### config.mk
export PLATFORM = sky130hd
export DESIGN_NAME = scgb_top
export DESIGN_NICKNAME = d
export VERILOG_FILES = /design/src/hdl/scgb_pkg.sv /design/src/hdl/scgb_unit_gate.sv /design/src/hdl/scgb_fault_check.sv /design/src/hdl/scgb_top.sv
export SDC_FILE = /design/constraint.sdc
export NUM_CORES = 1
export LEC_CHECK = 0
export BUFFER_PORTS_ARGS = -buffer_cell sky130_fd_sc_hd__buf_2
export CAP_MARGIN = 20
export CORE_ASPECT_RATIO = 1.2
export CORE_MARGIN = 5
export CORE_UTILIZATION = 35
export CTS_CLUSTER_SIZE = 12
export DETAILED_ROUTE_END_ITERATION = 7
export PLACE_DENSITY = 0.9
export SYNTH_ARGS = -nofsm -noshare
export SYNTH_HDL_FRONTEND = slang
export SYNTH_SLANG_ARGS = --single-unit
### constraint.sdc
create_clock -name clk -period 2.1 [get_ports clk]
set_input_delay 0.42 -clock clk [delete_from_list [all_inputs] [get_ports clk]]
set_output_delay 0.42 -clock clk [all_outputs]
set_load 0.05 [all_outputs]
### src/hdl/scgb_pkg.sv
// constants, types and helpers for the sleep clock gate bank
// Function
// RULE1: each implemented bit enables one unit clock; clear bit stops that unit.
// RULE2: access to a unit whose clock is stopped raises a bus fault.
// RULE3: reset clears the whole register so every unit is unclocked.
// RULE4: register decoded at offset 0x118 from system control base 0x400FE000.
// RULE5: bit 30 is the read-write clock enable of the physical-layer unit.
// RULE6: bit 28 is the read-write clock enable of the media access unit.
// RULE7: bits 6 down to 0 enable ports G down to A.
// RULE8: bits 31, 29 and 27:7 read zero and ignore writes.
// RULE9: software keeps reserved bits unchanged during read-modify-write.
// RULE10: enables apply only in sleep; run and deep sleep use other registers.
// RULE11: sleep gating registers used only when automatic gating select is set.
// RULE12: with automatic gating clear, run enables stay applied while asleep.
package scgb_pkg;

   localparam logic [31:0] SCGB_SYSCTL_BASE  = 32'h400F_E000;
   localparam logic [11:0] SCGB_SLEEP_OFS    = 12'h118;
   localparam logic [31:0] SCGB_RESET_VALUE  = 32'h0000_0000;
   localparam logic [31:0] SCGB_WRITE_MASK   = 32'h5000_007F;
   localparam int          SCGB_PHY_BIT      = 30;
   localparam int          SCGB_MAC_BIT      = 28;
   localparam int          SCGB_PORT_A_BIT   = 0;
   localparam int          SCGB_NUM_PORTS    = 7;
   localparam int          SCGB_NUM_UNITS    = 9;
   localparam int          SCGB_MAC_UNIT     = 7;
   localparam int          SCGB_PHY_UNIT     = 8;
   localparam logic [1:0]  SCGB_RESP_OKAY    = 2'h0;
   localparam logic [1:0]  SCGB_RESP_DECODE  = 2'h3;

   typedef enum logic [1:0] {
      SCGB_ST_IDLE = 2'h1,
      SCGB_ST_ACK  = 2'h2
   } scgb_bus_state_t;

   typedef struct packed {
      logic [11:0] address;
      logic        read;
      logic        write;
      logic [31:0] writedata;
      logic [3:0]  byteenable;
   } scgb_avs_req_t;

   typedef struct packed {
      logic        sleep_mode;
      logic        deep_sleep_mode;
      logic        auto_sleep_gating_select;
   } scgb_mode_t;

   // register bits to unit enables: ports a..g, mac, phy
   function automatic logic [SCGB_NUM_UNITS-1:0] scgb_units(input logic [31:0] r);
      logic [SCGB_NUM_UNITS-1:0] u;
      u = '0;
      u[SCGB_NUM_PORTS-1:0] = r[SCGB_PORT_A_BIT +: SCGB_NUM_PORTS];
      u[SCGB_MAC_UNIT] = r[SCGB_MAC_BIT];
      u[SCGB_PHY_UNIT] = r[SCGB_PHY_BIT];
      return u;
   endfunction : scgb_units

endpackage : scgb_pkg

### src/hdl/scgb_unit_gate.sv
// clock enable selection for one gated unit
`timescale 1ns/100ps
`default_nettype none
module scgb_unit_gate
   import scgb_pkg::*;
(
   input  wire logic clk,
   input  wire logic rst_n,
   input  wire logic run_en,
   input  wire logic sleep_en,
   input  wire logic deep_en,
   input  wire scgb_mode_t mode,
   output var  logic clock_enable
);

   logic clock_enable_reg;
   logic clock_enable_next;

   always_comb begin
      clock_enable_next = run_en;                                  // RULE10 RULE12
      if (mode.auto_sleep_gating_select) begin                     // RULE11
         if (mode.deep_sleep_mode) begin
            clock_enable_next = deep_en;
         end else if (mode.sleep_mode) begin
            clock_enable_next = sleep_en;                          // RULE1
         end
      end
   end

   always_ff @(posedge clk) begin
      if (!rst_n) begin
         clock_enable_reg <= 1'b0;
      end else begin
         clock_enable_reg <= clock_enable_next;
      end
   end

   assign clock_enable = clock_enable_reg;

endmodule : scgb_unit_gate
`default_nettype wire

### src/hdl/scgb_fault_check.sv
// bus fault flags for accesses to unclocked units
`timescale 1ns/100ps
`default_nettype none
module scgb_fault_check
   import scgb_pkg::*;
(
   input  wire logic                      clk,
   input  wire logic                      rst_n,
   input  wire logic [SCGB_NUM_UNITS-1:0] access_req,
   input  wire logic [SCGB_NUM_UNITS-1:0] clock_enable,
   output var  logic [SCGB_NUM_UNITS-1:0] bus_fault
);

   logic [SCGB_NUM_UNITS-1:0] fault_reg;
   logic [SCGB_NUM_UNITS-1:0] fault_next;

   always_comb begin
      fault_next = access_req & ~clock_enable;                     // RULE2
   end

   always_ff @(posedge clk) begin
      if (!rst_n) begin
         fault_reg <= '0;
      end else begin
         fault_reg <= fault_next;
      end
   end

   assign bus_fault = fault_reg;
endmodule : scgb_fault_check
`default_nettype wire

### src/hdl/scgb_top.sv
// sleep clock gate register with avalon slave, unit enables and fault flags
//
// Implementation choice: the Avalon-MM interface to the registers.
`timescale 1ns/100ps
`default_nettype none
module scgb_top
   import scgb_pkg::*;
(
   input  wire logic                      clk,
   input  wire logic                      rst_n,
   input  wire scgb_avs_req_t             avs_req,
   output var  logic [31:0]               avs_readdata,
   output var  logic                      avs_waitrequest,
   output var  logic [1:0]                avs_response,
   input  wire scgb_mode_t                mode,
   input  wire logic [31:0]               run_clock_gate_two,
   input  wire logic [31:0]               deep_sleep_clock_gate_two,
   input  wire logic [SCGB_NUM_UNITS-1:0] unit_access_req,
   output var  logic [SCGB_NUM_UNITS-1:0] unit_clock_enable,
   output var  logic [SCGB_NUM_UNITS-1:0] unit_bus_fault
);

   scgb_bus_state_t state_reg;
   scgb_bus_state_t state_next;
   logic [31:0]     sleep_clock_gate_two_reg;
   logic [31:0]     sleep_clock_gate_two_next;
   logic [31:0]     readdata_reg;
   logic [31:0]     readdata_next;
   logic [1:0]      response_reg;
   logic [1:0]      response_next;
   logic            waitrequest_reg;
   logic            waitrequest_next;
   logic            hit;
   logic [31:0]     merged;

   logic [SCGB_NUM_UNITS-1:0] run_units;
   logic [SCGB_NUM_UNITS-1:0] sleep_units;
   logic [SCGB_NUM_UNITS-1:0] deep_units;

   // bus slave: one wait cycle, then a single acknowledge cycle
   always_comb begin
      state_next                = state_reg;
      sleep_clock_gate_two_next = sleep_clock_gate_two_reg;
      readdata_next             = readdata_reg;
      response_next             = response_reg;
      waitrequest_next          = 1'b1;
      hit                       = (avs_req.address == SCGB_SLEEP_OFS);   // RULE4
      merged                    = sleep_clock_gate_two_reg;
      for (int b = 0; b < 4; b++) begin
         if (avs_req.byteenable[b]) begin
            merged[8*b +: 8] = avs_req.writedata[8*b +: 8];
         end
      end
      merged = merged & SCGB_WRITE_MASK;                               // RULE8
      case (state_reg)
         SCGB_ST_IDLE: begin
            if (avs_req.read || avs_req.write) begin
               state_next       = SCGB_ST_ACK;
               waitrequest_next = 1'b0;
               response_next    = hit ? SCGB_RESP_OKAY : SCGB_RESP_DECODE;
               readdata_next    = (avs_req.read && hit) ? sleep_clock_gate_two_reg : 32'h0;
            end
         end
         SCGB_ST_ACK: begin
            state_next = SCGB_ST_IDLE;
            if (avs_req.write && hit) begin
               sleep_clock_gate_two_next = merged;                     // RULE5 RULE6 RULE7
            end
         end
         default: begin
            state_next = SCGB_ST_IDLE;
         end
      endcase
   end

   always_ff @(posedge clk) begin
      if (!rst_n) begin
         state_reg                <= SCGB_ST_IDLE;
         sleep_clock_gate_two_reg <= SCGB_RESET_VALUE;                 // RULE3
         readdata_reg             <= 32'h0;
         response_reg             <= SCGB_RESP_OKAY;
         waitrequest_reg          <= 1'b1;
      end else begin
         state_reg                <= state_next;
         sleep_clock_gate_two_reg <= sleep_clock_gate_two_next;
         readdata_reg             <= readdata_next;
         response_reg             <= response_next;
         waitrequest_reg          <= waitrequest_next;
      end
   end

   assign avs_readdata    = readdata_reg;
   assign avs_waitrequest = waitrequest_reg;
   assign avs_response    = response_reg;

   // per-unit clock enable selection
   always_comb begin
      run_units   = scgb_units(run_clock_gate_two);
      sleep_units = scgb_units(sleep_clock_gate_two_reg);
      deep_units  = scgb_units(deep_sleep_clock_gate_two);
   end

   for (genvar u = 0; u < SCGB_NUM_UNITS; u++) begin : g_unit
      scgb_unit_gate u_gate (
         .clk          (clk),
         .rst_n        (rst_n),
         .run_en       (run_units[u]),
         .sleep_en     (sleep_units[u]),
         .deep_en      (deep_units[u]),
         .mode         (mode),
         .clock_enable (unit_clock_enable[u])
      );
   end

   scgb_fault_check u_fault (
      .clk          (clk),
      .rst_n        (rst_n),
      .access_req   (unit_access_req),
      .clock_enable (unit_clock_enable),
      .bus_fault    (unit_bus_fault)
   );
endmodule : scgb_top
`default_nettype wire

==> Word level (Yosys, flattened, before mapping) <==
Cells that the tools add are included.
{ "word_totals": {"romBits": 0, "mem_count": 0, "mem_bits_rw": 0, "latchBits": 0, "wordCells": 58, "regBits": 64, "out_inout_bits": 53, "in_bits": 128} }
{ "op_classes": {"n_reduce_logical": 7, "add_sub_neg": 0, "n_mux": 30, "mul": 0, "n_eq_ne": 3, "bitwise": 2, "div_mod_pow": 0, "n_lt_le_gt_ge": 0, "n_shift": 0} }
{ "ops": {"columns": ["cell", "count"], "rows": [
  ["$mux 31", 1],
  ["$mux 1", 28],
  ["$eq 12x9->1 const B", 1],
  ["$and 9x9->9", 1],
  ["$not 9->9", 1],
  ["$reduce_and 3->1", 2],
  ["$reduce_and 2->1", 2],
  ["$eq 2x1->1 const B", 1],
  ["$eq 2x2->1 const B", 1],
  ["$logic_and 1x1->1", 2],
  ["$mux 2", 1],
  ["$logic_or 1x1->1", 1]
]} }

==> Depth between registers and ports, before layout <==
Gate-level depths: netlist (run 1).
{ "logic_depth": {"depth_word": 3, "mapped_depth": 6, "mapped_depth_nobuf": 3} }

==> Modules after synthesis <==
A second synthesis (run 1) with hierarchy kept.
{ "unflattened": {"cells_unflattened": 198, "area_unflattened_um2": 1844.3} }
{ "modules_own_cells": {"columns": ["module", "seq_area_each_um2", "instances", "cells_per_inst", "area_each_um2"], "rows": [
  ["scgb_top", 440.4, 1, 117, 1078.5],
  ["scgb_unit_gate", 20.0, 9, 7, 56.3],
  ["scgb_fault_check", 180.2, 1, 18, 259.0]
]} }

==> Worst setup path after synthesis (run 1) <==
OpenSTA, ideal clock, no wires.
{ "synth_path": {"path_type": "input-to-reg", "start": "input port avs_req[39] (netlist bit)", "end": "register sleep_clock_gate_two_reg[0]", "arrival_time_ns": 1.823, "setup_slack_ns": 0.206, "path_stages": 4, "required_time_ns": 2.028, "setup_time_ns": 0.072, "n_path_buf": 1, "path_cell_list": "or4b_4 -> buf_6 -> nor4_4 -> mux2i_1"} }
{ "synth_between": {"elab_chain_cells": 3} }
{ "synth_lines": {"columns": ["element", "line", "source"], "rows": [
  ["start, declared", "scgb_top.sv:11", "input wire scgb_avs_req_t avs_req,"],
  ["$eq 12x9->1", "scgb_top.sv:47", "hit = (avs_req.address == SCGB_SLEEP_OFS);"],
  ["$logic_and 1x1->1", "scgb_top.sv:66", "if (avs_req.write && hit) begin"],
  ["$reduce_and 3->1 (no source line)", null, null],
  ["end signal, assigned", "scgb_top.sv:85", "sleep_clock_gate_two_reg <= sleep_clock_gate_two_next;"],
  ["end, declared", "scgb_top.sv:25", "logic [31:0] sleep_clock_gate_two_reg;"]
]} }
Every way passes these cells.
A chain may end at the register's enable or synchronous reset.

==> Final worst setup path (run 1) <==
{ "layout_path": {"start": "input port avs_req[43] (netlist bit)", "end": "register sleep_clock_gate_two_reg[3]"} }
Same word-level chain as after synthesis.

==> flow_summary.ini, run 1 <==
[status]
status = finished, final reports clean

[floorplanning]
die_x_um = 75.13
rows = 28
io-pin-count = 181
die_height_um = 88.16
die-area_mm2 = 0.006623
initial_core_util = 0.3607
coreArea_mm2 = 0.004940

[route]
wl_per_cell_um = 12.82
postRouteAntennaNets = 0
initialDrtViolationCount = 22
vias_per_cell = 4.416
vias = 1413
finalWirelength_mm = 4.103
first_pass_iters = 4
drc = 0

[sta]
skew_ns = 0.004399
hold_viol_final = 0
rsz0062_at_grt = false
period_share = 0.8116
fmax_ghz = 0.5867
holdWs_ns = 0.3258
period_minus_slack_ns = 1.704
worst_slew_pin_slew_ns = 0.5108
tns_ns = 0
setup_viol = 0
drv_slew = 0
relSlewSlack = 0.6595

[setup_path]
critical_path.cell_chain = buf_2 > or4b_1 > nor4_4 > buf_4 > mux2i_1
critPathKind = in -> reg
crit_path_end_kind = register
slowest_delay_ns = 0.66
worstPathArrival_ns = 1.92
crit_path_start_kind = input pin
cp_slowest_cell = or4b_1
path_max_fanout = 7
crit_required_ns = 2.31

[placed_design]
io_buffers = 86
place.gp.congestion = 0.7522
hpwl_mm = 3.400

[finish]
antenna_cells = 0
syn_to_final_growth_pct = 23.60
final_util = 0.4458
drive_gt1_frac = 0.3923
layout.nets = 387

[logic_synthesis]
ys.flop_type = dfxtp_1
synth_area_per_cell_um2 = 9.790
synth_cells = 182
post-synth-top-area-fraction = 0.4494
synth-seq-cells = 40
seq_area_frac_synth = 0.4494
async_reset_ff_frac = 0
netlist_top_cells_area = dfxtp_1 45%, buf_4 14%, mux2i_1 10%
yosysWarnings = 0
yosys.cell_count.top_type = dfxtp_1
ys_top_cells_by_count = 40 x dfxtp_1, 33 x buf_4, 22 x nand2_1
syn-cell-area_mm2 = 0.001782
synth_edf_count = 0
synth_cell_types = 27
netlist.top_cell.by_area = dfxtp_1

[clocking]
cts_resized = 0
post_cts_buffers = 0
clockBufferDepth = 2
cts_tree = yes
clk_pin_slew_worst_paths_ns = 0.07
h-tree-depth = 2
hold_buffers = 0
clkSinkCount = 40
clockRootBuffer = clkbuf_8
numCtsBuffers = 5
insertion_delay_ns = 0.28

[grt]
gr-total-overflow = 0
antenna_found_initial = 0
grt_pass1_vias = 1373
grt_use_total = 0.1197
grt_pass1_wl_mm = 5.996
grt_max_degree = 24

[pwr]
vdd_ir_drop_max_v = 0.0002748
p_leak_nw = 1.089
p_per_area_mw_per_mm2 = 758.9

[run]
drv_cap = 0

[hold_path]
hold_path_class = in -> reg
## per-stage QoR
stage | area (µm²) | setup WS, ns | total power, mW | std cells
after floorplan | 1864 | 0.2057 | 1.141 | 204
after global placement | 2112 | 0.1478 | 1.176 | 312
after detailed placement | 2112 | 0.1065 | 1.183 | 312
after CTS | 2202 | 0.4075 | 1.690 | 320
after global routing | 2202 | 0.3125 | 1.746 | 320
final | 2202 | 0.3956 | 1.671 | 320
## routing by layer
metal / share of wire / GRT usage / up-vias
met1: 0.35 / 0.1154 / 619
met3: 0.11 / 0.03674 / 8
met4: 0.023 / 0.07313 / 0
met2: 0.52 / 0.2171 / 65
li1: - / - / 721
met5: 0 / 0 / -
## worst max-delay path: cells and delay by family
family,cells,cell delay [ns]
multiplexers,1,0.19
AND/OR/NAND/NOR,2,0.98
buffers and inverters,2,0.32
## worst paths after layout
| kind | from | endpoint | slack, ns | depth (start not counted) |
|---|---|---|---|---|
| min | mode[0] | g_unit[2].u_gate.clock_enable | 0.33 | 2 |
| max | avs_req[43] | sleep_clock_gate_two_reg[3] | 0.40 | 5 |
| min reg2reg | g_unit[0].u_gate.clock_enable | u_fault.bus_fault[0] | 0.40 | 1 |
| max reg2reg | state_reg[0] | sleep_clock_gate_two_reg[3] | 0.85 | 4 |
## cell type report
cell class | count | area, µm²
clock buffers | 8 | 90.09
fillers | 493 | 2738
inverters | 3 | 11.26
multi-input cells | 118 | 757.0
flip-flops and latches | 40 | 800.8
well taps | 60 | 75.07
repair buffers | 91 | 467.9
## cell families after synthesis
group	Yosys count	synth area share
compound gates	23	0.09761
buf+inv	46	0.1721
flops	40	0.4494
mux	18	0.1011
other cells	1	0.002105
simple gates	54	0.1777
## where the power goes
group	switching, mW	internal (mW)
clock	0.239	0.268
sequential	0.0126	0.789
combinational	0.270	0.0923
## cells in the final DEF, fill, tap and decap left out, types with 2 or more instances in the layout
cell type	Yosys	routed
nand4b_1	3	3
a22o_1	9	9
a211oi_1	9	9
or4b_1	2	2
inv_1	3	3
conb_1	1	23
nand2_1	22	22
mux2i_1	18	18
clkbuf_1	7	2
buf_2	2	86
a21oi_1	3	3
buf_4	33	5
nor2_1	12	12
nor3b_1	5	5
dfxtp_1	40	40
clkbuf_8	0	6
nor4_4	2	2
No activity file was read; power rests on OpenSTA's default activity.
==> inputs of run 2 (changes only) <==
- ABC_AREA: not set -> 1
- CORE_UTILIZATION: 35 -> 33
- PLACE_DENSITY: 0.9 -> 0.87
- clock period: 2.1 -> 1.5 ns (I/O delays scaled with it)
==> run 2 against run 1 <==
Net effect: wire length is 9.2% higher; via count grew 21%; power rose by 49%; largest power group unchanged.
==> flow_summary.ini, run 2 <==
[route]
first_pass_iters = 4
finalWirelength_mm = 4.481
initialDrtViolationCount = 53
postRouteAntennaNets = 0
vias_per_cell = 4.193
wl_per_cell_um = 10.96
drc = 0
vias = 1715

[sta]
fmax_ghz = 0.8180
period_share = 0.8150
skew_ns = 0.007823
drv_slew = 0
hold_viol_final = 0
rsz0062_at_grt = false
setup_viol = 0
tns_ns = 0
period_minus_slack_ns = 1.223
holdWs_ns = 0.2214

[clocking]
post_cts_buffers = 0
clockRootBuffer = clkbuf_8
h-tree-depth = 2
clkSinkCount = 40
numCtsBuffers = 5
insertion_delay_ns = 0.28
cts_tree = yes
clk_pin_slew_worst_paths_ns = 0.08
cts_resized = 0
clockBufferDepth = 2
hold_buffers = 0

[logic_synthesis]
syn-cell-area_mm2 = 0.001923
synth_cell_types = 23
yosysWarnings = 0
post-synth-top-area-fraction = 0.4164
netlist.top_cell.by_area = dfxtp_1
synth_cells = 251
synth_edf_count = 0
async_reset_ff_frac = 0
ys.flop_type = dfxtp_1
synth_area_per_cell_um2 = 7.662
seq_area_frac_synth = 0.4164
yosys.cell_count.top_type = nor2_1
netlist_top_cells_area = dfxtp_1 42%, buf_4 13%, nor2_1 9.2%
synth-seq-cells = 40
ys_top_cells_by_count = 47 x nor2_1, 45 x nand2_1, 40 x dfxtp_1

[pwr]
vdd_ir_drop_max_v = 0.0003568
p_leak_nw = 1.233
p_per_area_mw_per_mm2 = 1061

[placed_design]
hpwl_mm = 3.770
io_buffers = 86
place.gp.congestion = 0.7360
dp_cells = 401
place_area_mm2 = 0.002241

[setup_path]
critPathKind = reg -> out
rr_startpoint = state_reg[0]
crit_end = avs_response[0]
crit_cells = 1
reg2regPathDepth = 5
crit_path_start = avs_response[0]
r2r-end = sleep_clock_gate_two_reg[1]
crit_required_ns = 1.20
crit_family = flip-flops
ff2ff_setup_slack_ns = 0.31
slowest_delay_ns = 0.36
worstPathArrival_ns = 0.92
crit_buf_inv = 1
critical_path.cell_chain = buf_2
crit_path_end_kind = output port
cp_slowest_cell = dfxtp_1
crit_path_start_kind = register
path_max_fanout = 3

[run]
drv_cap = 0

[finish]
fin_cells = 409
fill_cells = 581
layout_commonest_cell = buf_2
final_cell_mix = 86 x buf_2, 47 x nor2_1, 45 x nand2_1
final_util = 0.4143
antenna_cells = 0
syn_to_final_growth_pct = 22.12
drive_gt1_frac = 0.3343
final_cell_area_mm2 = 0.002349
layout.nets = 456

[floorplanning]
rows = 30
io-pin-count = 181
die-area_mm2 = 0.007461
initial_core_util = 0.3393
die_height_um = 93.63
coreArea_mm2 = 0.005668
die_x_um = 79.69

[grt]
grt_use_total = 0.1189
grt_pass1_wl_mm = 7.031
grt_max_degree = 19
grt_pass1_vias = 1716
antenna_found_initial = 0
gr-total-overflow = 0

[status]
status = finished, final reports clean

[hold_path]
hold_path_class = in -> reg
## run 2: cell count changes after synthesis, moves of 9 or more
cell	previous run	this run
mux2i_1	18	0
nor2_1	12	47
nand4_1	0	10
a21oi_1	3	19
nand2_1	22	45
a22o_1	9	0
inv_1	3	22
## run 2: power by group
part           switching [mW]  leakage, nW  internal [mW]
Combinational           0.406        0.850          0.126
Clock                   0.345       0.0552          0.493
Sequential             0.0159        0.328           1.10
## run 2: metrics by stage
stage,total power [mW],setup slack [ns]
floorplan,1.625,0.2915
global placement,1.670,0.2018
detailed placement,1.680,0.1581
CTS,2.517,0.2739
global route,2.601,0.1952
finish,2.492,0.2775
## run 2: layout make-up
cell class	instances	area (µm²)	share of cell area
Clock buffer	6	72.57	0.03090
Clock inverter	2	35.03	0.01492
Inverter	25	93.84	0.03996
Multi-Input combinational cell	166	785.8	0.3346
Sequential cell	40	800.8	0.3410
Tap cell	80	100.1	0.04262
Timing Repair Buffer	90	460.4	0.1961
## run 2: routing by layer
layer  GRT usage  vias to the layer above  share of wire
met5           0                        -              0
met4     0.05587                        0          0.021
met3     0.04624                        9           0.13
met2      0.2194                       76           0.51
met1      0.1133                      745           0.34
li1            -                      885              -
## run 2: cell families after synthesis
| logic type | count (synthesis) | share of synthesized area |
|---|---|---|
| simple gates | 113 | 0.2700 |
| buf+inv | 67 | 0.2180 |
| flops | 40 | 0.4164 |
| compound gates | 30 | 0.09369 |
| other cells | 1 | 0.001950 |
## run 2: worst min-delay path by stage
stage / startpoint / end / slack (ns) / cells past startpoint
floorplan: g_unit[3].u_gate.clock_enable / u_fault.bus_fault[3] / 0.39 / 1
global placement: g_unit[3].u_gate.clock_enable / u_fault.bus_fault[3] / 0.39 / 1
detailed placement: g_unit[6].u_gate.clock_enable / u_fault.bus_fault[6] / 0.39 / 1
CTS: unit_access_req[3] / u_fault.bus_fault[3] / 0.21 / 3
global route: unit_access_req[3] / u_fault.bus_fault[3] / 0.22 / 3
finish: unit_access_req[3] / u_fault.bus_fault[3] / 0.22 / 3
